==> src/spm_pkg.sv <==
// Register map, field positions and shared helpers for the serial port
package spm_pkg;
   localparam int BYTE_BITS = 8;
   localparam logic [7:0] CTRL_OFFSET = 8'hf8;
   localparam logic [7:0] DATA_OFFSET = 8'hf7;
   localparam logic [7:0] CTRL_RESET = 8'h00;
   localparam logic [7:0] DATA_RESET = 8'h00;
   localparam int DONE_BIT = 7;
   localparam int WRITE_COLLISION_FLAG_BIT = 6;
   localparam int SEL_BIT = 5;
   localparam int MASTER_BIT = 4;
   localparam int CPOL_BIT = 3;
   localparam int CPHA_BIT = 2;
   localparam int RATE_HI_BIT = 1;
   localparam int RATE_LO_BIT = 0;
   // Bit counts and serial clock edges in one byte: eight bits, two edges per bit
   localparam logic [3:0] LAST_BIT = 4'h7;
   localparam logic [3:0] FULL_COUNT = 4'h8;
   localparam logic [3:0] LAST_TOGGLE = 4'hf;

   // Oscillator cycles per serial clock half period: 1,2,4,8 (divide 2,4,8,16)
   function automatic logic [3:0] half_period(input logic [1:0] rate);
      half_period = 4'(1 << rate);
   endfunction
endpackage

==> src/spm_port.sv <==
// Byte-wide full-duplex serial peripheral port, master or slave
`timescale 1ns/1ps
module spm_port (
   input wire logic clock,
   input wire logic nrst,
   input wire logic [7:0] addr,
   input wire logic [7:0] wdata,
   input wire logic wr,
   input wire logic rd,
   output logic [7:0] rdata,
   input wire logic sclk_in,
   output logic sclk_out,
   output logic sclk_oe,
   input wire logic mosi_in,
   output logic mosi_out,
   output logic mosi_oe,
   input wire logic miso_in,
   output logic miso_out,
   output logic miso_oe,
   input wire logic ss_n_in,
   input wire logic ss_latch,
   output logic spi_owns_pins
);
   logic [5:0] ctrl;
   logic done_flag;
   logic write_collision_flag_flag;
   logic [7:0] rx_data;
   logic [7:0] sh;
   logic smp;
   logic txbit;
   logic [3:0] bit_cnt;
   logic busy;
   logic [3:0] div_cnt;
   logic sc_d;
   logic ss_d;
   logic [3:0] pins_s;
   logic sc_s;
   logic mosi_s;
   logic miso_s;
   logic ss_s;

   logic interface_select_bit;
   logic master;
   logic cpol;
   logic cpha;
   logic [1:0] rate;
   logic ss_hi;
   logic slv_act;
   logic tick;
   logic lead;
   logic trail;
   logic din;
   logic ss_rise;
   logic done_ev;
   logic in_prog;
   logic wr_data;
   logic wr_ctrl;
   logic rd_data;
   logic start;
   logic [7:0] shifted;
   logic [7:0] next_rx;

   spm_sync #(.WIDTH(4)) u_sync (
      .clock(clock),
      .nrst(nrst),
      .async_in({sclk_in, mosi_in, miso_in, ss_n_in}),
      .sync_out(pins_s)
   );

   assign {sc_s, mosi_s, miso_s, ss_s} = pins_s;
   assign interface_select_bit = ctrl[spm_pkg::SEL_BIT];
   assign master = ctrl[spm_pkg::MASTER_BIT];
   assign cpol = ctrl[spm_pkg::CPOL_BIT];
   assign cpha = ctrl[spm_pkg::CPHA_BIT];
   assign rate = ctrl[spm_pkg::RATE_HI_BIT:spm_pkg::RATE_LO_BIT];

   // Analog use of the select pin reads as deselected
   assign ss_hi = ss_s | ss_latch;
   assign slv_act = interface_select_bit && !master && !ss_hi;
   assign ss_rise = ss_hi && !ss_d;

   assign wr_data = wr && (addr == spm_pkg::DATA_OFFSET);
   assign wr_ctrl = wr && (addr == spm_pkg::CTRL_OFFSET);
   assign rd_data = rd && (addr == spm_pkg::DATA_OFFSET);

   assign tick = busy && (div_cnt == spm_pkg::half_period(rate) - 4'h1);

   // Leading edge leaves the idle level, trailing edge returns to it
   always_comb begin
      lead = 1'b0;
      trail = 1'b0;
      din = mosi_s;
      if (master) begin
         din = miso_s;
         lead = tick && (sclk_out == cpol);
         trail = tick && (sclk_out != cpol);
      end else if (slv_act && (sc_s != sc_d)) begin
         lead = (sc_d == cpol);
         trail = (sc_d != cpol);
      end
   end

   // Phase 0 samples on leading edge; phase 1 samples on trailing edge
   assign shifted = cpha ? {sh[6:0], din} : {sh[6:0], smp};
   assign next_rx = trail ? shifted : sh;
   assign in_prog = busy || (bit_cnt != 4'h0);
   assign start = wr_data && !in_prog && interface_select_bit && master;

   always_comb begin
      done_ev = 1'b0;
      if (master || cpha) begin
         done_ev = trail && (bit_cnt == spm_pkg::LAST_BIT);
      end else if (interface_select_bit) begin
         done_ev = ss_rise && (bit_cnt == spm_pkg::FULL_COUNT);
      end
   end

   always_ff @(posedge clock) begin
      if (!nrst) begin
         sc_d <= 1'b0;
         ss_d <= 1'b1;
      end else begin
         sc_d <= sc_s;
         ss_d <= ss_hi;
      end
   end

   // Control register
   always_ff @(posedge clock) begin
      if (!nrst) begin
         ctrl <= spm_pkg::CTRL_RESET[5:0];
      end else if (wr_ctrl) begin
         ctrl <= wdata[5:0];
      end
   end

   // Status flags; a hardware set wins over a software clear
   always_ff @(posedge clock) begin
      if (!nrst) begin
         done_flag <= 1'b0;
         write_collision_flag_flag <= 1'b0;
      end else begin
         if (done_ev) begin
            done_flag <= 1'b1;
         end else if (rd_data || (wr_ctrl && !wdata[spm_pkg::DONE_BIT])) begin
            done_flag <= 1'b0;
         end
         if (wr_data && in_prog) begin
            write_collision_flag_flag <= 1'b1;
         end else if (wr_ctrl && !wdata[spm_pkg::WRITE_COLLISION_FLAG_BIT]) begin
            write_collision_flag_flag <= 1'b0;
         end
      end
   end

   // Master clock divider and burst
   always_ff @(posedge clock) begin
      if (!nrst) begin
         busy <= 1'b0;
         div_cnt <= 4'h0;
      end else if (start) begin
         busy <= 1'b1;
         div_cnt <= 4'h0;
      end else if (!interface_select_bit || !master || done_ev) begin
         busy <= 1'b0;
         div_cnt <= 4'h0;
      end else if (busy) begin
         div_cnt <= tick ? 4'h0 : div_cnt + 4'h1;
      end
   end

   always_ff @(posedge clock) begin
      if (!nrst) begin
         sclk_out <= 1'b0;
      end else if (!busy) begin
         sclk_out <= cpol;
      end else if (tick) begin
         sclk_out <= !sclk_out;
      end
   end

   // Bit count: slave count resets when deselected
   always_ff @(posedge clock) begin
      if (!nrst) begin
         bit_cnt <= 4'h0;
      end else if (start || done_ev || !interface_select_bit || (!master && ss_hi)) begin
         bit_cnt <= 4'h0;
      end else if (trail) begin
         bit_cnt <= bit_cnt + 4'h1;
      end
   end

   // Shift engine: one register serves both directions
   always_ff @(posedge clock) begin
      if (!nrst) begin
         sh <= spm_pkg::DATA_RESET;
         smp <= 1'b0;
      end else begin
         if (wr_data && !in_prog) begin
            sh <= wdata;
         end else if (trail) begin
            sh <= shifted;
         end
         if (lead && !cpha) begin
            smp <= din;
         end
      end
   end

   // Outgoing bit: phase 1 on leading edge, phase 0 ready early, moves on trailing
   always_ff @(posedge clock) begin
      if (!nrst) begin
         txbit <= 1'b0;
      end else if (wr_data && !in_prog) begin
         txbit <= wdata[7];
      end else if (cpha && lead) begin
         txbit <= sh[7];
      end else if (!cpha && trail) begin
         txbit <= sh[6];
      end
   end

   always_ff @(posedge clock) begin
      if (!nrst) begin
         rx_data <= spm_pkg::DATA_RESET;
      end else if (done_ev) begin
         rx_data <= next_rx;
      end
   end

   // Pin direction; slave only drives its data line while selected
   always_ff @(posedge clock) begin
      if (!nrst) begin
         sclk_oe <= 1'b0;
         mosi_oe <= 1'b0;
         miso_oe <= 1'b0;
         spi_owns_pins <= 1'b0;
      end else begin
         sclk_oe <= interface_select_bit && master;
         mosi_oe <= interface_select_bit && master;
         miso_oe <= slv_act;
         spi_owns_pins <= interface_select_bit;
      end
   end

   assign mosi_out = txbit;
   assign miso_out = txbit;

   // Read port; unmapped addresses read zero
   always_ff @(posedge clock) begin
      if (!nrst) begin
         rdata <= 8'h00;
      end else if (rd && addr == spm_pkg::CTRL_OFFSET) begin
         rdata <= {done_flag, write_collision_flag_flag, ctrl[5:1], master ? ctrl[0] : ss_hi};
      end else if (rd_data) begin
         rdata <= rx_data;
      end else begin
         rdata <= 8'h00;
      end
   end

   // Checks
   logic [3:0] tgl_cnt;

   always_ff @(posedge clock) begin
      if (!nrst || start) begin
         tgl_cnt <= 4'h0;
      end else if (tick) begin
         tgl_cnt <= tgl_cnt + 4'h1;
      end
   end
endmodule

==> src/spm_sync.sv <==
// Two-stage synchroniser for a group of asynchronous pin inputs
`timescale 1ns/1ps
module spm_sync #(
   parameter int WIDTH = 4
) (
   input wire logic clock,
   input wire logic nrst,
   input wire logic [WIDTH-1:0] async_in,
   output logic [WIDTH-1:0] sync_out
);
   logic [WIDTH-1:0] meta;

   always_ff @(posedge clock) begin
      if (!nrst) begin
         meta <= '0;
         sync_out <= '0;
      end else begin
         meta <= async_in;
         sync_out <= meta;
      end
   end
endmodule

==> config.mk <==
export PLATFORM = sky130hd
export DESIGN_NAME = spm_port
export DESIGN_NICKNAME = d
export VERILOG_FILES = /design/src/spm_pkg.sv /design/src/spm_port.sv /design/src/spm_sync.sv
export SDC_FILE = /design/constraint.sdc
export NUM_CORES = 1
export LEC_CHECK = 0
export BUFFER_PORTS_ARGS = -buffer_cell sky130_fd_sc_hd__buf_4
export CAP_MARGIN = 20
export CORE_ASPECT_RATIO = 0.75
export CORE_MARGIN = 1
export CORE_UTILIZATION = 50
export CTS_CLUSTER_DIAMETER = 50
export DETAILED_ROUTE_END_ITERATION = 12
export GPL_TIMING_DRIVEN = 0
export MAX_ROUTING_LAYER = met4
export PLACE_DENSITY = 0.75
export SYNTH_ARGS = -nofsm -noshare
export SYNTH_HDL_FRONTEND = slang
export SYNTH_HIERARCHICAL = 1
export SYNTH_SLANG_ARGS = --single-unit
==> constraint.sdc <==
create_clock -name clock -period 2 [get_ports clock]
set_clock_uncertainty 0.05 [all_clocks]
set_input_delay 0.4 -clock clock [delete_from_list [all_inputs] [get_ports clock]]
set_output_delay 0.4 -clock clock [all_outputs]
set_load 0.005 [all_outputs]
==> qor.yml <==
run_status:
  status: "complete, but fails checks"
  violations: "setup timing"
hold_path:
  min_path_type: "input pin to register"
  worstHoldStart: "mosi_in"
worst_setup_path:
  critical_path_required_ns: 2.16
  cp.buffers_inverters: 2
  startpoint_type: "register"
  setup.worst_path.start: "bit_cnt[0]"
  endpoint_kind: "register"
  cpLargestDelayFamily: "simple AND/OR/NAND/NOR gates"
  r2r_start: "bit_cnt[0]"
  path_cells: "inv_2 -> ha_4 -> nand2b_4 -> or3_4 -> or3_4 -> buf_4 -> nand2_1 -> mux2_2 -> a221oi_2"
  crit_path_top_delay_cell: "or3_4"
  path_max_fanout: 3
  cpPeakStageDelay_ns: 0.44
  cp.arrival_ns: 2.21
  crit_path_frequent_cell: "or3_4"
  crit_type: "register to register"
clocking:
  cts_tree: "done"
  clockRootBuffer: "clkbuf_8"
  cts_buffer_depth: 2
  cts_sinks: 57
  cts-buffers-inserted: 9
  path_clk_slew_ns: 0.06
  hold_buffers: 0
  clkLatencyLatePin_ns: 0.33
  htreeDepth: 3
synthesis:
  synthesis.area_um2: 2480
  synth_edf_count: 0
  synth_top_area_share_pct: 45.9
  synthTopCellsByArea: "dfxtp_1 (46%), mux2i_1 (5.6%), a21oi_1 (4.8%), o21ai_0 (4.2%), nor2_1 (3.9%)"
  syn_area_per_cell_um2: 9.41
  async_reset_ff_share_pct: 0
  ys_ff_latch: 57
  ys_warn_count: 6
  synth_ff_type: "dfxtp_1"
  synth_top_area_cell: "dfxtp_1"
  syn_nets: 292
  synthCells: 264
  synth_cell_types: 51
  ys_seq_area_share_pct: 45.9
power_and_ir_drop:
  ir_worst_vdd_v: 0.000460
  p_leak_nw: 1.38
  power-per-cell-area_nw_per_um2: 674
global_route:
  grt_max_degree: 13
  grt_pass1_wl_um: 10500
  grt_antenna_before_repair: 0
  grt_overflow_total: 0
  grt_pass1_vias: 2120
  grtUsageTotal_pct: 27.2
route:
  routedWlPerCell_um: 17.0
  via_per_inst: 5.91
  vias: 2321
  drtIter0Drc: 147
  totalWireLength_um: 6690
  drt_first_pass_iters: 5
  ant_nets: 0
  drc: 0
die:
  die_w_um: 83.4
  core-area_um2: 4620
  rows: 21
  dieHeight_um: 63.0
  initial_utilization_pct: 53.7
  io_pins: 40
  die_area_um2: 5260
place:
  io_buffers: 39
  place_inst: 360
  routabilityCongestion: 0.881
  dp_hpwl_um: 4060
flow_run:
  drv_cap: 0
cells_and_area:
  diodes: 0
  final_common_cell: "buf_4"
  fillers: 342
  post-route-util_pct: 73.7
  drive_gt1_share_pct: 39.3
  layout.nets: 360
  seq_area_um2: 1160
  layout_common_cells: "buf_4 (58), dfxtp_1 (49), nor2_1 (26)"
  multi_input_area_um2: 1380
  final_cells: 393
  syn_to_final_growth_pct: 37.3
timing:
  grt_setup_unrepaired: "yes"
  period_share_pct: 103
  drv_slew: 0
  fin_crit_ns: 2.05
  tightestPinTransition_ns: 0.600
  timing.fmax_mhz: 487
  setup_ws_ns: -0.0524
  finalHoldViolations: 0
  slew_headroom_pct: 59.8
  whs_ns: 0.224
  setup-violations-final: 5
-- power by group --
part	switching, mW	internal [mW]	leakage (nW)
sequential	0.00315	1.14	0.467
combinational	0.0414	0.0453	0.812
clock	0.438	0.632	0.102
total	0.483	1.82	1.38
-- layer usage --
layer	global-route usage, %	up-vias	share of wire, %
li1	-	1071	-
met1	36.6	1096	44
met2	38.0	135	44
met3	7.40	19	9.8
met4	12.3	0	2.4
met5	-	-	0
-- area by class of cell --
cell class,instances,share of cell area (%)
multi-input combinational,184,40.3
sequential,57,34.1
timing repair buffer,59,13.4
clock buffer,12,4.55
buffer,13,3.41
tap,57,2.09
clock inverter,3,1.17
inverter,8,0.881
-- synth_stat cells (4+ instances only) --
| library cell | count |
|---|---|
| dfxtp_1 | 57 |
| nor2_1 | 26 |
| a21oi_1 | 24 |
| o21ai_0 | 21 |
| mux2i_1 | 14 |
| nand2_1 | 14 |
| and2_1 | 12 |
| a22oi_1 | 8 |
| inv_1 | 7 |
| clkbuf_1 | 6 |
| xnor2_1 | 6 |
| or3_1 | 5 |
| nand4_1 | 4 |
-- sequential cells by signal (all words and copies together) (netlist names), 4 cells and up --
signal	count
u_sync/meta	4
u_sync/sync_out	4
sh	8
bit_cnt	4
rdata	8
div_cnt	4
ctrl	6
rx_data	8
-- final timing paths --
path	endpoint	slack [ns]	cells after the start
setup / recovery	miso_out	-0.05	9
hold / removal	u_sync/meta[2]	0.22	2
setup reg to reg	miso_out	-0.05	9
hold reg to reg	u_sync/sync_out[0]	0.38	1
-- metrics by stage --
stage | worst slack (ns) | TNS (ns) | area, um^2 | power (mW)
3_3_place_gp | -0.282 | -3.70 | 2860 | 1.25
2_1_floorplan | 0.000632 | 0 | 2500 | 1.20
6_report | -0.0524 | -0.143 | 3410 | 2.30
4_1_cts | -0.00175 | -0.00185 | 3280 | 2.30
3_5_place_dp | -0.336 | -4.39 | 2860 | 1.25
5_1_grt | -0.0978 | -1.05 | 3410 | 2.37
-- cell families after synthesis --
kind of cell    count (synthesis)  synth area share [%]
simple gates                   84                  18.4
compound gates                 73                  19.3
flops                          57                  45.9
buf+inv                        23                  5.34
mux                            17                  7.00
xor+xnor                        7                  2.47
fa+ha+maj                       3                  1.51
-- timing repair --
action,4_1_cts,5_1_grt
resized for setup,34,30
buffers inserted,15,4
cloned,1,0
pin swaps,12,15
setup endpoints to repair,27,27
Power figures use the tool's default switching activity.
